File: src/twm_pkg.sv
// Purpose: shared constants and types of the timer waveform mode and compare-output block
// Assumes: 32-bit Avalon-MM register bus, byte addresses, one word per register
// Notes: all offsets, field positions, reset values and fixed TOP values live here
package twm_pkg;

    ////////////////////////////////////////////////////////////////////////////////
    // register map (byte addresses)
    localparam int ADDR_W = 6;
    localparam logic [5:0] OFS_CTRL_A = 6'h00;
    localparam logic [5:0] OFS_CTRL_B = 6'h04;
    localparam logic [5:0] OFS_CMP_A = 6'h08;
    localparam logic [5:0] OFS_CMP_B = 6'h0C;
    localparam logic [5:0] OFS_CAPTURE = 6'h10;
    localparam logic [5:0] OFS_COUNTER = 6'h14;
    localparam logic [5:0] OFS_PIN_CTRL = 6'h18;
    localparam logic [5:0] OFS_IRQ_STATUS = 6'h1C;
    localparam logic [5:0] OFS_IRQ_MASK = 6'h20;
    localparam logic [5:0] OFS_PIN_STATE = 6'h24;

    ////////////////////////////////////////////////////////////////////////////////
    // field positions
    localparam int COM_A_LSB = 6;
    localparam int COM_B_LSB = 4;
    localparam int WGM_LOW_LSB = 0;
    localparam int WGM_HIGH_LSB = 3;
    localparam int PIN_DIR_LSB = 0;
    localparam int PIN_DAT_LSB = 2;
    localparam int IRQ_OVF = 0;
    localparam int IRQ_MATCH_A = 1;
    localparam int IRQ_MATCH_B = 2;
    localparam logic [7:0] CTRL_A_WMASK = 8'hF3;

    ////////////////////////////////////////////////////////////////////////////////
    // reset values and counter landmarks
    localparam logic [7:0] CTRL_A_RST = 8'h00;
    localparam logic [15:0] CMP_RST = 16'h0000;
    localparam logic [15:0] BOTTOM = 16'h0000;
    localparam logic [15:0] TOP_MAX = 16'hFFFF;
    localparam logic [15:0] TOP_8BIT = 16'h00FF;
    localparam logic [15:0] TOP_9BIT = 16'h01FF;
    localparam logic [15:0] TOP_10BIT = 16'h03FF;
    localparam logic [15:0] ONE16 = 16'h0001;

    ////////////////////////////////////////////////////////////////////////////////
    // mode decode
    localparam logic [2:0] FAST_VAR_TOP_HI = 3'h7;
    localparam logic [1:0] DUAL_VAR_TOP_HI = 2'h2;
    localparam logic [1:0] COM_OFF = 2'h0;
    localparam logic [1:0] COM_TOGGLE = 2'h1;
    localparam logic [1:0] COM_CLEAR = 2'h2;
    localparam logic [1:0] COM_SET = 2'h3;

    typedef enum logic [2:0] {
        K_NORMAL = 3'h0,
        K_CTC = 3'h1,
        K_FAST = 3'h3,
        K_PHASE = 3'h2,
        K_PFC = 3'h6
    } twm_kind_e;

    typedef enum logic [1:0] {
        SRC_FIXED = 2'h0,
        SRC_CMP_A = 2'h1,
        SRC_CAPTURE = 2'h3
    } twm_src_e;

    typedef enum logic [1:0] {
        AT_NOW = 2'h0,
        AT_TOP = 2'h1,
        AT_BOTTOM = 2'h3,
        AT_MAX = 2'h2
    } twm_point_e;

    typedef struct packed {
        logic [7:0] ctl_a;
        logic [1:0] wgm_hi;
        logic [15:0] buf_a;
        logic [15:0] buf_b;
        logic [15:0] cmp_a;
        logic [15:0] cmp_b;
        logic [15:0] capture;
        logic [15:0] cnt;
        logic down;
        logic blk;
        logic oc_a;
        logic oc_b;
        logic [1:0] pin_dir;
        logic [1:0] pin_dat;
        logic [2:0] irq_st;
        logic [2:0] irq_mask;
        logic irq;
        logic wait_req;
        logic [31:0] rdata;
        logic pa;
        logic pa_oe;
        logic pb;
        logic pb_oe;
    } twm_state_s;

    localparam twm_state_s ST_RST = '{wait_req: 1'b1, default: '0};

endpackage

File: src/twm_mode_decode.sv
// Purpose: decode the 4-bit waveform mode into counting kind, TOP source and event points
// Assumes: purely combinational, driven from registered control bits
// Notes: the reserved code falls back to plain counting so the counter never locks up
`timescale 1ns/10ps
module twm_mode_decode (
    input wire logic [3:0] mode_in,
    output twm_pkg::twm_kind_e kind_out,
    output twm_pkg::twm_src_e src_out,
    output logic [15:0] fixed_top_out,
    output twm_pkg::twm_point_e upd_out,
    output twm_pkg::twm_point_e ovf_out
);

    always_comb begin
        fixed_top_out = twm_pkg::TOP_MAX;
        src_out = twm_pkg::SRC_FIXED;
        unique case (mode_in)
            4'h0, 4'hD: begin
                kind_out = twm_pkg::K_NORMAL;
                upd_out = twm_pkg::AT_NOW;
                ovf_out = twm_pkg::AT_MAX;
            end
            4'h1, 4'h2, 4'h3: begin
                kind_out = twm_pkg::K_PHASE;
                upd_out = twm_pkg::AT_TOP;
                ovf_out = twm_pkg::AT_BOTTOM;
                fixed_top_out = (mode_in == 4'h1) ? twm_pkg::TOP_8BIT :
                    (mode_in == 4'h2) ? twm_pkg::TOP_9BIT : twm_pkg::TOP_10BIT;
            end
            4'h4, 4'hC: begin
                kind_out = twm_pkg::K_CTC;
                upd_out = twm_pkg::AT_NOW;
                ovf_out = twm_pkg::AT_MAX;
                src_out = mode_in[3] ? twm_pkg::SRC_CAPTURE : twm_pkg::SRC_CMP_A;
            end
            4'h5, 4'h6, 4'h7, 4'hE, 4'hF: begin
                kind_out = twm_pkg::K_FAST;
                upd_out = twm_pkg::AT_TOP;
                ovf_out = twm_pkg::AT_TOP;
                fixed_top_out = (mode_in == 4'h5) ? twm_pkg::TOP_8BIT :
                    (mode_in == 4'h6) ? twm_pkg::TOP_9BIT : twm_pkg::TOP_10BIT;
                if (mode_in[3]) begin
                    src_out = mode_in[0] ? twm_pkg::SRC_CMP_A : twm_pkg::SRC_CAPTURE;
                end
            end
            4'h8, 4'h9: begin
                kind_out = twm_pkg::K_PFC;
                upd_out = twm_pkg::AT_BOTTOM;
                ovf_out = twm_pkg::AT_BOTTOM;
                src_out = mode_in[0] ? twm_pkg::SRC_CMP_A : twm_pkg::SRC_CAPTURE;
            end
            4'hA, 4'hB: begin
                kind_out = twm_pkg::K_PHASE;
                upd_out = twm_pkg::AT_TOP;
                ovf_out = twm_pkg::AT_BOTTOM;
                src_out = mode_in[0] ? twm_pkg::SRC_CMP_A : twm_pkg::SRC_CAPTURE;
            end
        endcase
    end

endmodule

File: src/twm_waveform_ctrl.sv
// Purpose: 16-bit timer waveform mode and compare-output control with Avalon-MM registers
// Assumes: one clock; counter steps on every clock edge (no prescaler here)
// Notes: pins are split into value and enable; the pad logic outside resolves them
//
// Implementation choices: register access over Avalon-MM and the register addresses.
`timescale 1ns/10ps
module twm_waveform_ctrl (
    input wire logic REF_CLK_IN,
    input wire logic RSTN_IN,
    input wire logic [5:0] ADDRESS_IN,
    input wire logic READ_IN,
    input wire logic WRITE_IN,
    input wire logic [31:0] WRITEDATA_IN,
    input wire logic [3:0] BYTEENABLE_IN,
    output logic [31:0] READDATA_OUT,
    output logic WAITREQUEST_OUT,
    output logic WAVE_A_OUT,
    output logic WAVE_A_OE_OUT,
    output logic WAVE_B_OUT,
    output logic WAVE_B_OE_OUT,
    output logic IRQ_OUT
);

    ////////////////////////////////////////////////////////////////////////////////
    // helpers

    function automatic logic [31:0] merge_be(input logic [31:0] old, input logic [31:0] wd,
                                             input logic [3:0] be);
        logic [31:0] r;
        r = old;
        for (int i = 0; i < 4; i++) begin
            if (be[i]) begin
                r[i*8 +: 8] = wd[i*8 +: 8];
            end
        end
        return r;
    endfunction

    function automatic logic wave_step(input twm_pkg::twm_kind_e kind, input logic [3:0] mode,
                                       input logic [1:0] com, input logic is_a,
                                       input logic match, input logic at_top,
                                       input logic down, input logic [15:0] cmp,
                                       input logic [15:0] top, input logic cur);
        logic r;
        r = cur;
        unique case (kind)
            twm_pkg::K_FAST: begin
                if (com == twm_pkg::COM_TOGGLE) begin
                    if (is_a && mode[3:1] == twm_pkg::FAST_VAR_TOP_HI && match) begin
                        r = ~cur;
                    end
                end else if (com[1]) begin
                    if (at_top) begin
                        r = ~com[0];
                    end else if (match && cmp != top) begin
                        r = com[0];
                    end
                end
            end
            twm_pkg::K_PHASE, twm_pkg::K_PFC: begin
                if (com == twm_pkg::COM_TOGGLE) begin
                    if (is_a && mode[3:2] == twm_pkg::DUAL_VAR_TOP_HI && match) begin
                        r = ~cur;
                    end
                end else if (com[1]) begin
                    if (cmp == twm_pkg::BOTTOM) begin
                        r = com[0];
                    end else if (cmp >= top) begin
                        r = ~com[0];
                    end else if (match) begin
                        r = down ^ com[0];
                    end
                end
            end
            twm_pkg::K_NORMAL, twm_pkg::K_CTC: begin
                if (match) begin
                    unique case (com)
                        twm_pkg::COM_OFF: r = cur;
                        twm_pkg::COM_TOGGLE: r = ~cur;
                        twm_pkg::COM_CLEAR: r = 1'b0;
                        twm_pkg::COM_SET: r = 1'b1;
                    endcase
                end
            end
        endcase
        return r;
    endfunction

    ////////////////////////////////////////////////////////////////////////////////
    // mode decode

    twm_pkg::twm_state_s st_reg;
    twm_pkg::twm_state_s st_next;
    logic [3:0] mode;
    twm_pkg::twm_kind_e kind;
    twm_pkg::twm_src_e src;
    twm_pkg::twm_point_e upd_at;
    twm_pkg::twm_point_e ovf_at;
    logic [15:0] fixed_top;

    assign mode = {st_reg.wgm_hi, st_reg.ctl_a[twm_pkg::WGM_LOW_LSB +: 2]};

    twm_mode_decode u_decode (
        .mode_in(mode),
        .kind_out(kind),
        .src_out(src),
        .fixed_top_out(fixed_top),
        .upd_out(upd_at),
        .ovf_out(ovf_at)
    );

    ////////////////////////////////////////////////////////////////////////////////
    // next state

    logic [15:0] top;
    logic at_top;
    logic at_bot;
    logic dual;
    logic match_a;
    logic match_b;
    logic bus_done;
    logic cnt_wr;
    logic [2:0] ev;
    logic [2:0] clr;
    logic [31:0] wv;

    always_comb begin
        st_next = st_reg;
        wv = 32'h0000_0000;
        top = fixed_top;
        unique case (src)
            twm_pkg::SRC_CMP_A: top = st_reg.cmp_a;
            twm_pkg::SRC_CAPTURE: top = st_reg.capture;
            twm_pkg::SRC_FIXED: top = fixed_top;
        endcase
        at_top = st_reg.cnt == top;
        at_bot = st_reg.cnt == twm_pkg::BOTTOM;
        dual = kind == twm_pkg::K_PHASE || kind == twm_pkg::K_PFC;
        // a counter write suppresses matches for one step, avoiding a spurious edge
        match_a = st_reg.cnt == st_reg.cmp_a && !st_reg.blk;
        match_b = st_reg.cnt == st_reg.cmp_b && !st_reg.blk;
        bus_done = (READ_IN || WRITE_IN) && !st_reg.wait_req;
        cnt_wr = WRITE_IN && bus_done && ADDRESS_IN == twm_pkg::OFS_COUNTER;

        // counting sequence
        if (dual) begin
            if (!st_reg.down) begin
                if (st_reg.cnt >= top) begin
                    st_next.down = 1'b1;
                    st_next.cnt = st_reg.cnt - twm_pkg::ONE16;
                end else begin
                    st_next.cnt = st_reg.cnt + twm_pkg::ONE16;
                end
            end else if (at_bot) begin
                st_next.down = 1'b0;
                st_next.cnt = st_reg.cnt + twm_pkg::ONE16;
            end else begin
                st_next.cnt = st_reg.cnt - twm_pkg::ONE16;
            end
        end else begin
            st_next.down = 1'b0;
            if ((kind == twm_pkg::K_CTC || kind == twm_pkg::K_FAST) && at_top) begin
                st_next.cnt = twm_pkg::BOTTOM;
            end else begin
                st_next.cnt = st_reg.cnt + twm_pkg::ONE16;
            end
        end

        // double-buffered compare update
        if (upd_at == twm_pkg::AT_NOW || (upd_at == twm_pkg::AT_TOP && at_top) ||
            (upd_at == twm_pkg::AT_BOTTOM && at_bot)) begin
            st_next.cmp_a = st_reg.buf_a;
            st_next.cmp_b = st_reg.buf_b;
        end

        // waveform outputs
        st_next.oc_a = wave_step(kind, mode, st_reg.ctl_a[twm_pkg::COM_A_LSB +: 2], 1'b1,
                                 match_a, at_top, st_reg.down, st_reg.cmp_a, top, st_reg.oc_a);
        st_next.oc_b = wave_step(kind, mode, st_reg.ctl_a[twm_pkg::COM_B_LSB +: 2], 1'b0,
                                 match_b, at_top, st_reg.down, st_reg.cmp_b, top, st_reg.oc_b);

        // events
        ev = 3'h0;
        unique case (ovf_at)
            twm_pkg::AT_MAX: ev[twm_pkg::IRQ_OVF] = st_reg.cnt == twm_pkg::TOP_MAX;
            twm_pkg::AT_TOP: ev[twm_pkg::IRQ_OVF] = at_top;
            twm_pkg::AT_BOTTOM: ev[twm_pkg::IRQ_OVF] = at_bot && st_reg.down;
            twm_pkg::AT_NOW: ev[twm_pkg::IRQ_OVF] = 1'b0;
        endcase
        ev[twm_pkg::IRQ_MATCH_A] = match_a;
        ev[twm_pkg::IRQ_MATCH_B] = match_b;

        // register writes, taken at the edge where waitrequest is seen low
        st_next.blk = cnt_wr;
        if (WRITE_IN && bus_done) begin
            unique case (ADDRESS_IN)
                twm_pkg::OFS_CTRL_A: begin
                    wv = merge_be({24'h0, st_reg.ctl_a}, WRITEDATA_IN, BYTEENABLE_IN);
                    st_next.ctl_a = wv[7:0] & twm_pkg::CTRL_A_WMASK;
                end
                twm_pkg::OFS_CTRL_B: begin
                    wv = merge_be({27'h0, st_reg.wgm_hi, 3'h0}, WRITEDATA_IN, BYTEENABLE_IN);
                    st_next.wgm_hi = wv[twm_pkg::WGM_HIGH_LSB +: 2];
                end
                twm_pkg::OFS_CMP_A: begin
                    wv = merge_be({16'h0, st_reg.buf_a}, WRITEDATA_IN, BYTEENABLE_IN);
                    st_next.buf_a = wv[15:0];
                end
                twm_pkg::OFS_CMP_B: begin
                    wv = merge_be({16'h0, st_reg.buf_b}, WRITEDATA_IN, BYTEENABLE_IN);
                    st_next.buf_b = wv[15:0];
                end
                twm_pkg::OFS_CAPTURE: begin
                    wv = merge_be({16'h0, st_reg.capture}, WRITEDATA_IN, BYTEENABLE_IN);
                    st_next.capture = wv[15:0];
                end
                twm_pkg::OFS_COUNTER: begin
                    wv = merge_be({16'h0, st_reg.cnt}, WRITEDATA_IN, BYTEENABLE_IN);
                    st_next.cnt = wv[15:0];
                end
                twm_pkg::OFS_PIN_CTRL: begin
                    wv = merge_be({28'h0, st_reg.pin_dat, st_reg.pin_dir}, WRITEDATA_IN,
                                  BYTEENABLE_IN);
                    st_next.pin_dir = wv[twm_pkg::PIN_DIR_LSB +: 2];
                    st_next.pin_dat = wv[twm_pkg::PIN_DAT_LSB +: 2];
                end
                twm_pkg::OFS_IRQ_MASK: begin
                    wv = merge_be({29'h0, st_reg.irq_mask}, WRITEDATA_IN, BYTEENABLE_IN);
                    st_next.irq_mask = wv[2:0];
                end
                default: st_next.blk = 1'b0;
            endcase
        end

        // read clears only the bits that were reported, so a new event is never lost
        clr = (READ_IN && bus_done && ADDRESS_IN == twm_pkg::OFS_IRQ_STATUS) ?
            st_reg.rdata[2:0] : 3'h0;
        st_next.irq_st = (st_reg.irq_st & ~clr) | ev;
        st_next.irq = |(st_next.irq_st & st_next.irq_mask);

        // one wait state, then the answer
        st_next.wait_req = !((READ_IN || WRITE_IN) && st_reg.wait_req);
        if (READ_IN && st_reg.wait_req) begin
            unique case (ADDRESS_IN)
                twm_pkg::OFS_CTRL_A: st_next.rdata = {24'h0, st_reg.ctl_a};
                twm_pkg::OFS_CTRL_B: st_next.rdata = {27'h0, st_reg.wgm_hi, 3'h0};
                twm_pkg::OFS_CMP_A: st_next.rdata = {16'h0, st_reg.buf_a};
                twm_pkg::OFS_CMP_B: st_next.rdata = {16'h0, st_reg.buf_b};
                twm_pkg::OFS_CAPTURE: st_next.rdata = {16'h0, st_reg.capture};
                twm_pkg::OFS_COUNTER: st_next.rdata = {16'h0, st_reg.cnt};
                twm_pkg::OFS_PIN_CTRL: st_next.rdata = {28'h0, st_reg.pin_dat, st_reg.pin_dir};
                twm_pkg::OFS_IRQ_STATUS: st_next.rdata = {29'h0, st_reg.irq_st};
                twm_pkg::OFS_IRQ_MASK: st_next.rdata = {29'h0, st_reg.irq_mask};
                twm_pkg::OFS_PIN_STATE: st_next.rdata = {29'h0, st_reg.down, st_reg.oc_b,
                                                         st_reg.oc_a};
                default: st_next.rdata = 32'h0000_0000;
            endcase
        end

        // pin override
        st_next.pa = |st_next.ctl_a[twm_pkg::COM_A_LSB +: 2] ? st_next.oc_a :
            st_next.pin_dat[0];
        st_next.pb = |st_next.ctl_a[twm_pkg::COM_B_LSB +: 2] ? st_next.oc_b :
            st_next.pin_dat[1];
        st_next.pa_oe = st_next.pin_dir[0];
        st_next.pb_oe = st_next.pin_dir[1];
    end

    always_ff @(posedge REF_CLK_IN or negedge RSTN_IN) begin
        if (!RSTN_IN) begin
            st_reg <= twm_pkg::ST_RST;
        end else begin
            st_reg <= st_next;
        end
    end

    assign READDATA_OUT = st_reg.rdata;
    assign WAITREQUEST_OUT = st_reg.wait_req;
    assign WAVE_A_OUT = st_reg.pa;
    assign WAVE_A_OE_OUT = st_reg.pa_oe;
    assign WAVE_B_OUT = st_reg.pb;
    assign WAVE_B_OE_OUT = st_reg.pb_oe;
    assign IRQ_OUT = st_reg.irq;
endmodule

File: config.mk
export PLATFORM = sky130hd
export DESIGN_NAME = twm_waveform_ctrl
export DESIGN_NICKNAME = d
export VERILOG_FILES = /design/src/twm_pkg.sv /design/src/twm_mode_decode.sv /design/src/twm_waveform_ctrl.sv
export SDC_FILE = /design/constraint.sdc
export NUM_CORES = 1
export LEC_CHECK = 0
export ABC_AREA = 1
export BUFFER_PORTS_ARGS = -buffer_cell sky130_fd_sc_hd__buf_2
export CAP_MARGIN = 20
export CORE_MARGIN = 3
export CORE_UTILIZATION = 40
export CTS_CLUSTER_DIAMETER = 100
export DETAILED_ROUTE_END_ITERATION = 10
export GPL_TIMING_DRIVEN = 0
export PLACE_DENSITY = 0.55
export SLEW_MARGIN = 20
export SYNTH_ARGS = -nofsm -noshare
export SYNTH_HDL_FRONTEND = slang
export SYNTH_SLANG_ARGS = --single-unit
File: constraint.sdc
create_clock -name REF_CLK_IN -period 7.15 [get_ports REF_CLK_IN]
set_clock_uncertainty 0.15 [all_clocks]
set_input_delay 2.145 -clock REF_CLK_IN [delete_from_list [all_inputs] [get_ports REF_CLK_IN]]
set_output_delay 2.145 -clock REF_CLK_IN [all_outputs]
set_load 0.03 [all_outputs]
[After elaboration in Yosys (flattened, before gate mapping)]
Index checks and enable logic that the tools add are counted.
Word-level totals
  register bits after elaboration: 156
  input port bits: 46
  output and inout bits: 38
  logic and storage cells: 228
Cells by class
  add/subtract/negate cells: 2
  order comparisons: 3
  eq/ne operators: 51
  mux-type cells: 74
  bitwise logic cells: 10
  reduce and logical (&&, ||, !) cells: 60
Operator list (count)
  case mux 16 bit (10 select lines): 1
  two-way mux 16 bit: 9
  two-way mux 8 bit: 8
  == test 16 bit: 3
  >= comparator 16 bit: 3
  zero test 16 bit: 3
  case mux 16 bit (3 select lines): 1
  two-way mux 42 bit: 1
  two-way mux 17 bit: 2
  == test 4 bit (second input constant): 8
  != test 16 bit: 2
  case mux 16 bit (2 select lines): 1
  two-way mux 1 bit: 28
  == test 6 x 5 -> 1 bit (second input constant): 4
  AND reduction 3 bit: 8
  two-way mux 10 bit: 2
  == test 2 bit (second input constant): 9
  case mux 2 bit (3 select lines): 3
  logical AND 1 bit: 17
  adder 16 x 1 -> 16 bit (second input constant): 1
  == test 16 bit (second input constant): 1
  == test 4 x 3 -> 1 bit (second input constant): 4
  subtractor 16 x 1 -> 16 bit (second input constant): 1
  case mux 3 bit (5 select lines): 1
  other kinds (34): 79

[Longest topological paths before layout]
Gate-level depths: netlist of run 1.
  word-level depth: 13
  mapped depth: 31
  depth with buffers taken out: 30

[Hierarchy]
A second synthesis of run 1 with hierarchy kept.
Second synthesis, totals
  cell total of the unflattened synthesis: 1368
  area total of the unflattened synthesis: 9756.9 µm²
Modules (own cells, without submodules)
  twm_waveform_ctrl: instances 1, cells an instance 1330, area an instance 9552.9 µm², seq. area each 3454.6 µm²
  twm_mode_decode: instances 1, cells an instance 38, area an instance 203.9 µm², seq. area each 0.0 µm²

[Worst setup path before layout of run 1]
Ideal clock, no wire load.
  kind: reg-to-reg
  start point: register st_reg (netlist bit mode[3])
  end point: register st_reg[67] (netlist name)
  library setup time: 120 ps
  arrival: 3538 ps
  required time: 6880 ps
  slack: 3342 ps
  stages on the path, launching flop included: 26
  path buffers: 2
  clock period less this slack: 3808 ps
  cells stage by stage: dfrtp_1 > inv_2 > a21oi_1 > nor2_1 > nand2_1 > nand3_1 > inv_1 > ha_1 > buf_4 > inv_2 > clkbuf_1 > o21ai_0 > ha_1 > nand2_1 > nor2_1 > nand4_1 > nor2_1 > nand3_2 > inv_2 > nor2_1 > nand2_4 > nand3_4 > nand2_2 > nor2_1 > o21ai_1 > nand2_1
On the way
  cells in the longest elaborated chain, start to end: 11
  elaborated cells between the ends (all ways): 51
  those cells by class: order compare: 1; eq/ne: 22; mux: 16; reduce/logical: 12
Ends and longest elaborated chain
  start: declaration: line twm_waveform_ctrl.sv:92  | twm_pkg::twm_state_s st_reg;
  start signal: assignment: line twm_waveform_ctrl.sv:271  | st_reg <= twm_pkg::ST_RST;
  start signal: assignment: line twm_waveform_ctrl.sv:273  | st_reg <= st_next;
  == test 4 x 3 -> 1 bit (tied with other cells): line twm_mode_decode.sv:17  | unique case (mode_in)
  OR reduction 5 bit (tied with other cells): line twm_mode_decode.sv:17
  case mux 2 bit (3 select lines) (tied with other cells): line twm_mode_decode.sv:17
  == test 2 bit (tied with other cells): line twm_waveform_ctrl.sv:131  | unique case (src)
  case mux 16 bit (3 select lines): line twm_waveform_ctrl.sv:131
  >= comparator 16 bit / == test 16 bit (equally long branches): line twm_waveform_ctrl.sv:148, twm_waveform_ctrl.sv:136
  two-way mux 16 bit / logical AND 1 bit (equally long branches): line twm_waveform_ctrl.sv:148, twm_waveform_ctrl.sv:162
  two-way mux 17 bit / two-way mux 16 bit (equally long branches): line twm_waveform_ctrl.sv:147, twm_waveform_ctrl.sv:162
  two-way mux 17 bit *: line twm_waveform_ctrl.sv:146  | if (dual) begin
  two-way mux 16 bit: line twm_waveform_ctrl.sv:196  | unique case (ADDRESS_IN)
  two-way mux 16 bit *: line twm_waveform_ctrl.sv:195  | if (WRITE_IN && bus_done) begin
Mark *: on every way between the ends. The rest lies on a longest branch, timed or not.
A chain may end at the register's enable or synchronous reset.

[Worst setup path after layout of run 1]
  start point: register st_reg (netlist bit mode[3])
  end point: register st_reg[55] (netlist name)
The elaborated chain is that of the path after synthesis.

==> impl_metrics.json, run 1 <==
{
  "area_growth_pct": 13.90,
  "grt_pass1_wl_microns": 49380,
  "antenna_found_initial": 0,
  "pre_cts_slack_ps": 1907,
  "dp_hpwl_microns": 25190,
  "final.setup.worst_slack_ps": 1889,
  "portBuffers": 49,
  "total_power_uw": 3043,
  "largest_reg_flops": 113,
  "via_per_inst": 5.156,
  "cts.sinks": 138,
  "die_h_microns": 161.2,
  "cts-root-buf": "clkbuf_16",
  "wl_per_cell_microns": 18.18,
  "finish.utilization_pct": 46.60,
  "hp-class": "register to register",
  "final_common_cell": "nand2_1",
  "clockBufferDepth": 2,
  "p_leak_uw": 0.005453,
  "p_per_area_nw_per_um2": 277.4,
  "dr.first_iter.drc_count": 695,
  "start_kind": "register",
  "clk_pin_slew_ps": 70,
  "synth.distinct_cells": 47,
  "insertedDiodeCount": 0,
  "rsz0062_at_grt": "false",
  "syn_area_sq_um": 9632,
  "grt_use_total_pct": 24.97,
  "start_util_pct": 40.91,
  "fmax_ghz": 0.1901,
  "cts_tree": "built",
  "final.setup.tns_ps": 0,
  "grt_max_degree": 71,
  "vias": 8966,
  "maxCapViolations": 0,
  "cp.required_ps": 7320,
  "drv_slew": 0,
  "endpoint_kind": "register",
  "hold_buffers": 0,
  "post-cts-setup-buffers": 0,
  "clk_latency_ps": 440,
  "die_area_sq_um": 25980,
  "ant_nets": 0,
  "synth.ff_latch_count": 138,
  "syn_avg_cell_area_sq_um": 7.280,
  "final_nets": 1503,
  "grt_overflow_total": 0,
  "ir_drop_v": 0.0001972,
  "gp_congestion": 0.9350,
  "synth-seq-area-share_pct": 35.87,
  "hold_violations": 0,
  "routed_wirelength_microns": 31610,
  "coreArea_sq_um": 23540,
  "setup_viol": 0,
  "slew_headroom_pct": 40.94,
  "rows": 56,
  "period_share_pct": 73.59,
  "h-tree-depth": 4,
  "path_class": "register to register",
  "firstDrtPassIters": 5,
  "worst_pin_slew_ps": 883.8,
  "outcome": "finished clean",
  "numCtsBuffers": 17,
  "ioPinCount": 84,
  "ctsResizeCount": 0,
  "cp_max_fo": 10,
  "yosys_warnings": 0,
  "synth_cells": 1323,
  "drive_gt1_share_pct": 15.21,
  "die_x_microns": 161.2,
  "grt_pass1_vias": 8543,
  "drc": 0,
  "final_cell_mix": "nand2_1 (407), inv_1 (142), o21ai_0 (138)",
  "cp.arrival_ps": 5430,
  "post-route-min-period_ps": 5261
}
-- worst paths after layout --
check / from / endpoint / slack [ps] / depth (start not counted)
hold reg to reg: READDATA_OUT[15]$_DFFE_PN0P_ / READDATA_OUT[15]$_DFFE_PN0P_ / 330 / 2
min in group asynchronous: RSTN_IN / WAVE_B_OUT$_DFF_PN0_ / 1530 / 1
setup / recovery: mode[3]$_DFFE_PN0P_ / st_reg[55]$_DFFE_PN0P_ / 1890 / 25
hold / removal: READDATA_OUT[15]$_DFFE_PN0P_ / READDATA_OUT[15]$_DFFE_PN0P_ / 330 / 2
max in group asynchronous: RSTN_IN / WAITREQUEST_OUT$_DFF_PN1_ / 4540 / 2
setup reg to reg: mode[3]$_DFFE_PN0P_ / st_reg[55]$_DFFE_PN0P_ / 1890 / 25
-- kinds of logic after synthesis --
group	after synthesis	synth area share (%)
simple gates	624	28.10
compound gates	250	15.30
buf+inv	225	11.02
flops	138	35.87
fa+ha+maj	50	6.495
xor+xnor	35	3.183
other cells	1	0.03893
-- stage by stage --
step           cell area, sq um  std cells  hold WS, ps
6_report                  10970       1739        331.5
5_1_grt                   10970       1739        357.5
4_1_cts                   10970       1739        334.3
3_5_place_dp              10370       1707        315.3
3_3_place_gp              10330       1706        308.1
2_1_floorplan              9688       1338        300.1
-- area by class of cell --
class | instances | area, sq um
Tap cell | 319 | 399.1
Clock buffer | 19 | 442.9
Buffer | 70 | 479.2
Inverter | 155 | 581.8
Timing Repair Buffer | 50 | 282.8
Clock inverter | 13 | 157.7
Fill cell | 2482 | 12570
Sequential cell | 138 | 3455
Multi-Input combinational cell | 975 | 5172
-- synth_stat cells, drive strengths merged --
master	instances	area share, %
nand2	434	18
o21ai	177	10
inv	153	6.0
dfrtp	137	36
nor2	86	3.8
nand3	57	3.2
buf	53	4.3
ha	50	6.5
a21oi	29	1.5
xor2	29	2.6
nand4	27	1.9
clkbuf	17	0.66
nor3	12	1.0
a22oi	11	0.86
o211ai	10	0.83
a221oi	8	0.73
xnor2	6	0.55
a211oi	4	0.31
nor4	4	0.26
o2111ai	3	0.27
o21bai	3	0.23
or2	3	0.19
clkinv	2	0.078
o22ai	2	0.13
a31o	1	0.091
and3	1	0.065
conb	1	0.039
dfstp	1	0.27
o221ai	1	0.091
o311ai	1	0.27
-- metal layers --
metal,track usage [%],share of wire [%],vias up,wire length (microns)
li1,-,-,4437,-
met4,8.369,2.9,0,926
met5,0,0,-,0
met3,3.796,5.4,45,1711
met1,36.58,48,4193,15160
met2,37.78,44,291,13810
-- worst max-delay path, cell delays in order, from the launching register on --
cell,delay (ps)
dfrtp_1,440
inv_2,110
a21oi_1,100
nor2_1,420
nand2_1,90
nand3_1,120
inv_1,50
ha_1,350
buf_4,200
inv_2,110
clkbuf_1,370
o21ai_0,360
ha_1,430
nand2_1,60
nor2_1,170
nand4_1,170
nor2_1,170
nand3_2,210
inv_2,160
nor2_1,80
nand2_4,150
nand3_4,150
nand2_2,210
nor2_1,60
o21ai_1,140
nand2_1,60
-- where the power goes --
group / leakage, uW / switching, uW / internal [uW]
clock network: 0.000285 / 392 / 534
registers: 0.00185 / 94.8 / 862
logic: 0.00331 / 776 / 384
No activity file was read; power rests on OpenSTA's default activity.
==> run 2: changes to the inputs <==
PLACE_DENSITY = 0.57   (was 0.55)
clock period = 4.6 ns   (was 7.15 ns; I/O delays follow)
==> impl_metrics.json, run 2 (synthesized netlist as in run 1, its figures left out) <==
{
  "die_h_microns": 161.2,
  "grt_use_total_pct": 24.70,
  "hold_buffers": 0,
  "crit_end": "st_reg[62]$_DFFE_PN0P_",
  "clk_pin_slew_ps": 70,
  "ioPinCount": 84,
  "rr_worst_depth": 25,
  "coreArea_sq_um": 23540,
  "p_per_area_nw_per_um2": 429.9,
  "area_growth_pct": 14.51,
  "worst_pin_slew_ps": 943.9,
  "cts.sinks": 138,
  "grt_pass1_wl_microns": 49120,
  "cts_tree": "built",
  "rsz0062_at_grt": "false",
  "crit_path_start": "mode[1]$_DFFE_PN0P_",
  "hp-class": "register to register",
  "cts-root-buf": "clkbuf_16",
  "ant_nets": 0,
  "timing.rr.end": "st_reg[62]$_DFFE_PN0P_",
  "via_per_inst": 5.151,
  "r2r_start": "mode[1]$_DFFE_PN0P_",
  "wl_per_cell_microns": 18.07,
  "cp.required_ps": 4760,
  "h-tree-depth": 4,
  "hold_violations": 0,
  "setup_viol": 0,
  "cp.arrival_ps": 4450,
  "post-route-min-period_ps": 4296,
  "drive_gt1_share_pct": 16.27,
  "largest_reg_flops": 113,
  "total_power_uw": 4742,
  "fmax_ghz": 0.2328,
  "path_class": "register to register",
  "routed_wirelength_microns": 31420,
  "portBuffers": 49,
  "die_area_sq_um": 25980,
  "final.setup.tns_ps": 0,
  "dp_hpwl_microns": 24920,
  "numCtsBuffers": 17,
  "final_cell_mix": "nand2_1 (407), inv_1 (142), dfrtp_1 (134)",
  "drc": 0,
  "rows": 56,
  "clk_latency_ps": 430,
  "insertedDiodeCount": 0,
  "cp_max_fo": 10,
  "vias": 8958,
  "maxCapViolations": 0,
  "drv_slew": 0,
  "slew_headroom_pct": 36.92,
  "firstDrtPassIters": 5,
  "clockBufferDepth": 2,
  "period_share_pct": 93.40,
  "final_common_cell": "nand2_1",
  "p_leak_uw": 0.005476,
  "grt_pass1_vias": 8286,
  "multiInputGateArea_sq_um": 5214,
  "final_nets": 1504,
  "dr.first_iter.drc_count": 879,
  "grt_max_degree": 74,
  "die_x_microns": 161.2,
  "antenna_found_initial": 0,
  "grt_overflow_total": 0,
  "start_util_pct": 40.91,
  "r2r_slack_ps": 300,
  "outcome": "finished clean",
  "endpoint_kind": "register",
  "ir_drop_v": 0.0002975,
  "seqCellArea_sq_um": 3458,
  "gp_congestion": 0.9837,
  "start_kind": "register",
  "nFillCells": 2449
}
## run 2: cell count changes in the layout (fill, tap and decap cells not counted), sizes merged
cell / previous run / this run
clkbuf: 36 / 33
buf: 103 / 105
clkinv: 3 / 9
bufinv: 2 / 3
clkinvlp: 3 / 2
inv: 160 / 155
## run 2: worst min-delay path by stage
stage                                     start                           to  cells after the start
finish                WAITREQUEST_OUT$_DFF_PN1_    WAITREQUEST_OUT$_DFF_PN1_                      1
CTS                   WAITREQUEST_OUT$_DFF_PN1_    WAITREQUEST_OUT$_DFF_PN1_                      1
floorplan           READDATA_OUT[3]$_DFFE_PN0P_  READDATA_OUT[3]$_DFFE_PN0P_                      2
global route        READDATA_OUT[9]$_DFFE_PN0P_  READDATA_OUT[9]$_DFFE_PN0P_                      2
global placement      WAITREQUEST_OUT$_DFF_PN1_    WAITREQUEST_OUT$_DFF_PN1_                      1
detailed placement    WAITREQUEST_OUT$_DFF_PN1_    WAITREQUEST_OUT$_DFF_PN1_                      1
## run 2: repair_timing
| action | 4_1_cts | 5_1_grt |
|---|---|---|
| resized for setup | 12 | 19 |
| pin swaps | 1 | 2 |
| buffers inserted | 1 | 0 |
| setup endpoints to repair | 54 | 51 |
## run 2: where the power goes
| part | leakage (uW) | internal (uW) | switching [uW] | total [uW] |
|---|---|---|---|---|
| logic | 0.00334 | 606 | 1210 | 1820 |
| registers | 0.00185 | 1340 | 146 | 1490 |
| clock network | 0.000289 | 853 | 582 | 1430 |
| total | 0.00548 | 2800 | 1940 | 4740 |
## run 2: per-layer routing
layer	GRT usage, %	part of all wire (%)	up-vias
li1	-	-	4444
met1	36.32	47	4191
met2	38.96	45	287
met3	3.180	6.1	36
met4	5.632	2.0	0
met5	0	0	-
## run 2: stage by stage
stage | hold WS, ps | area [sq um] | utilization, % | instances | setup WS [ps]
detailed placement | 311.9 | 10370 | 44.05 | 1707 | -627.1
CTS | 327.4 | 10990 | 46.67 | 1739 | 29.68
global route | 348.4 | 11030 | 46.85 | 1739 | 8.308
global placement | 308.6 | 10330 | 43.89 | 1706 | -614.5
finish | 324.2 | 11030 | 46.85 | 1739 | 303.8
floorplan | 300.1 | 9688 | - | 1338 | 791.6
## run 2: area by class of cell
type                    instances  area share, %
plain buffers                  70          4.424
clock buffers                  17          3.857
clock inverters                14          1.566
inverters                     155          5.275
multi-input cells             975          47.27
flip-flops and latches        138          31.36
well taps                     319          3.619
repair buffers                 51          2.632
## run 2: critical path, cell delays in order, from the launching register on
cell     delay, ps
dfrtp_2        460
nor2_1         120
inv_1           40
nor2_1         150
inv_1           60
nand3_1        110
inv_1           50
ha_1           350
buf_4          200
inv_2          130
buf_6          180
o21ai_2        110
ha_1           340
nand2_1         80
nor2_2         140
nand4_1        180
nor2_2         210
nand3_4        140
inv_2          130
nor2_1          80
nand2_4        150
nand3_4        160
nand2_4        170
nor2_1          50
o21ai_1        160
nand2_1         60
==> run 3: changes to the inputs <==
ABC_AREA = default   (was 1)
PLACE_DENSITY = 0.58   (was 0.57)
==> impl_metrics.json, run 3 <==
{
  "synth_xor_area_share_pct": 4.499,
  "route.met2.wl_microns": 13740,
  "async_reset_ff_share_pct": 100.0,
  "cp.required_ps": 4790,
  "synth_top_area_cell": "dfrtp_1",
  "p_per_area_nw_per_um2": 391.9,
  "dr_wl_met3_microns": 1927,
  "vias": 7953,
  "syn_avg_cell_area_sq_um": 9.674,
  "synth_top_area_share_pct": 36.68,
  "ioPinCount": 84,
  "final_common_cell": "dfrtp_1",
  "post-route-min-period_ps": 4395,
  "ir_drop_v": 0.0002495,
  "cp_max_fo": 10,
  "setup_viol": 0,
  "hold_start": "READDATA_OUT[11]$_DFFE_PN0P_",
  "cp.arrival_ps": 4590,
  "cts_tree": "built",
  "synth_compound_area_share_pct": 15.80,
  "ant_nets": 0,
  "maxCapViolations": 0,
  "die_h_microns": 158.9,
  "synth_edf_count": 0,
  "pre_cts_slack_ps": -1004,
  "hold_violations": 0,
  "synth.top_cells.by_count": "dfrtp_1 (137), mux2_2 (94), nand2_1 (76), nor2_1 (60), ha_1 (50)",
  "drive_gt1_share_pct": 24.43,
  "grt_max_degree": 95,
  "synthMuxAreaShare_pct": 15.18,
  "synthTopCellsByArea": "dfrtp_1 (37%), mux2_2 (11%), ha_1 (6.7%), mux2i_1 (3.9%), nand2_1 (3.1%)",
  "grt_overflow_total": 0,
  "highest_layer": "met4",
  "path_class": "register to register",
  "dp_hpwl_microns": 23270,
  "outcome": "finished clean",
  "firstDrtPassIters": 5,
  "fmax_ghz": 0.2276,
  "p_leak_uw": 0.005156,
  "post-synth-top-count-cell": "dfrtp_1",
  "synth_top_family_by_area": "compound AO/OA/AOI/OAI gates",
  "finalNonFillerCells": 1373,
  "die_area_sq_um": 25230,
  "gp_congestion": 0.9830,
  "final_cell_mix": "dfrtp_1 (135), mux2_2 (94), nand2_1 (76)",
  "antenna_found_initial": 0,
  "syn_area_sq_um": 9345,
  "drv_slew": 0,
  "routed_wirelength_microns": 30260,
  "yosys.area_share.simple_pct": 15.08,
  "numCtsBuffers": 17,
  "dr.first_iter.drc_count": 652,
  "die_x_microns": 158.9,
  "rsz0062_at_grt": "false",
  "h-tree-depth": 4,
  "wl_per_cell_microns": 22.04,
  "insertedDiodeCount": 0,
  "synthAdderAreaFrac_pct": 6.694,
  "synth.distinct_cells": 70,
  "synth_ff_type": "dfrtp_1",
  "synth.ff_latch_count": 138,
  "grt_pass1_wl_microns": 46580,
  "synth-seq-area-share_pct": 36.97,
  "start_kind": "register",
  "r2r_start": "mode[1]$_DFFE_PN0P_",
  "total_power_uw": 4225,
  "cts.sinks": 138,
  "cts-root-buf": "clkbuf_16",
  "clockBufferDepth": 2,
  "area_growth_pct": 15.37,
  "coreArea_sq_um": 22780,
  "period_share_pct": 95.54,
  "portBuffers": 48,
  "via_per_inst": 5.792,
  "rows": 55,
  "yosys_warnings": 0,
  "crit_path_start": "mode[1]$_DFFE_PN0P_",
  "final.setup.worst_slack_ps": 205.4,
  "endpoint_kind": "register",
  "grt_use_total_pct": 23.90,
  "hp-class": "register to register",
  "grt_pass1_vias": 7578,
  "start_util_pct": 41.03,
  "synth_cells": 966,
  "drc": 0,
  "clk_latency_ps": 430,
  "wl_met1_microns": 13850,
  "hold_buffers": 0,
  "placed_cells": 1343,
  "final_nets": 1143,
  "slew_headroom_pct": 41.64,
  "largest_reg_flops": 113,
  "worst_pin_slew_ps": 868.8,
  "clk_pin_slew_ps": 60
}
==> run 3: cell type report <==
type,instances,area (sq um)
multi-input combinational,736,5525
timing repair buffer,53,307.8
fill,2171,12000
inverter,20,75.07
sequential,138,3457
buffer,81,456.7
clock inverter,14,138.9
clock buffer,18,429.2
tap,313,391.6
==> run 3: where the power goes <==
group	leakage [uW]	total [uW]	internal, uW	switching (uW)
Clock	0.000282	1350	757	591
Combinational	0.00301	1420	544	872
Sequential	0.00187	1460	1320	141
==> run 3: cells by family after synthesis <==
logic type	Yosys count
DFF	138
buffers and inverters	107
adders and majority gates	50
xor gates and xnor gates	48
AOI/OAI and AO/OA	215
and+or+nand+nor	277
other	1
muxes	130
==> run 3: critical path, cell delays in order, from the launching register on <==
cell	delay, ps
dfrtp_2	480
nand2b_1	180
nand2_1	70
o21a_1	190
inv_1	70
ha_1	200
clkbuf_4	190
buf_6	160
nand2_1	60
nand3_1	60
o21ai_1	200
ha_1	310
nand4_1	170
nor3_1	70
a2111oi_0	420
o211a_1	290
a211o_4	180
inv_2	100
or3_1	390
and4_4	200
a211oi_2	180
==> run 3: routing by layer <==
metal	GRT usage, %	vias to the layer above
met5	0	-
met3	4.279	44
li1	-	3687
met2	36.67	278
met1	34.40	3944
met4	7.322	0
==> run 3: worst paths after layout <==
check	slack [ps]	end	depth (start not counted)
max	210	st_reg[56]$_DFFE_PN0P_	20
min	330	READDATA_OUT[11]$_DFFE_PN0P_	2
max reg2reg	210	st_reg[56]$_DFFE_PN0P_	20
min reg2reg	330	READDATA_OUT[11]$_DFFE_PN0P_	2
max in group asynchronous	2810	st_reg[132]$_DFFE_PN0P_	2
min in group asynchronous	680	st_reg[61]$_DFFE_PN0P_	1
==> run 3: per-stage QoR <==
stage               setup TNS [ps]  instance area [sq um]  utilization [%]  hold WS, ps
floorplan                        0                   9402                -        300.6
global placement            -53020                  10030            44.05        315.1
detailed placement          -43400                  10080            44.24        319.4
CTS                              0                  10690            46.94        335.0
global route                     0                  10780            47.33        357.4
finish                           0                  10780            47.33        328.7
==> run 3: timing repair <==
action | CTS | global route
buffers inserted | 2 | 2
pin swaps | 1 | 4
endpoints found under the setup margin | 55 | 43
gates resized for setup | 17 | 25
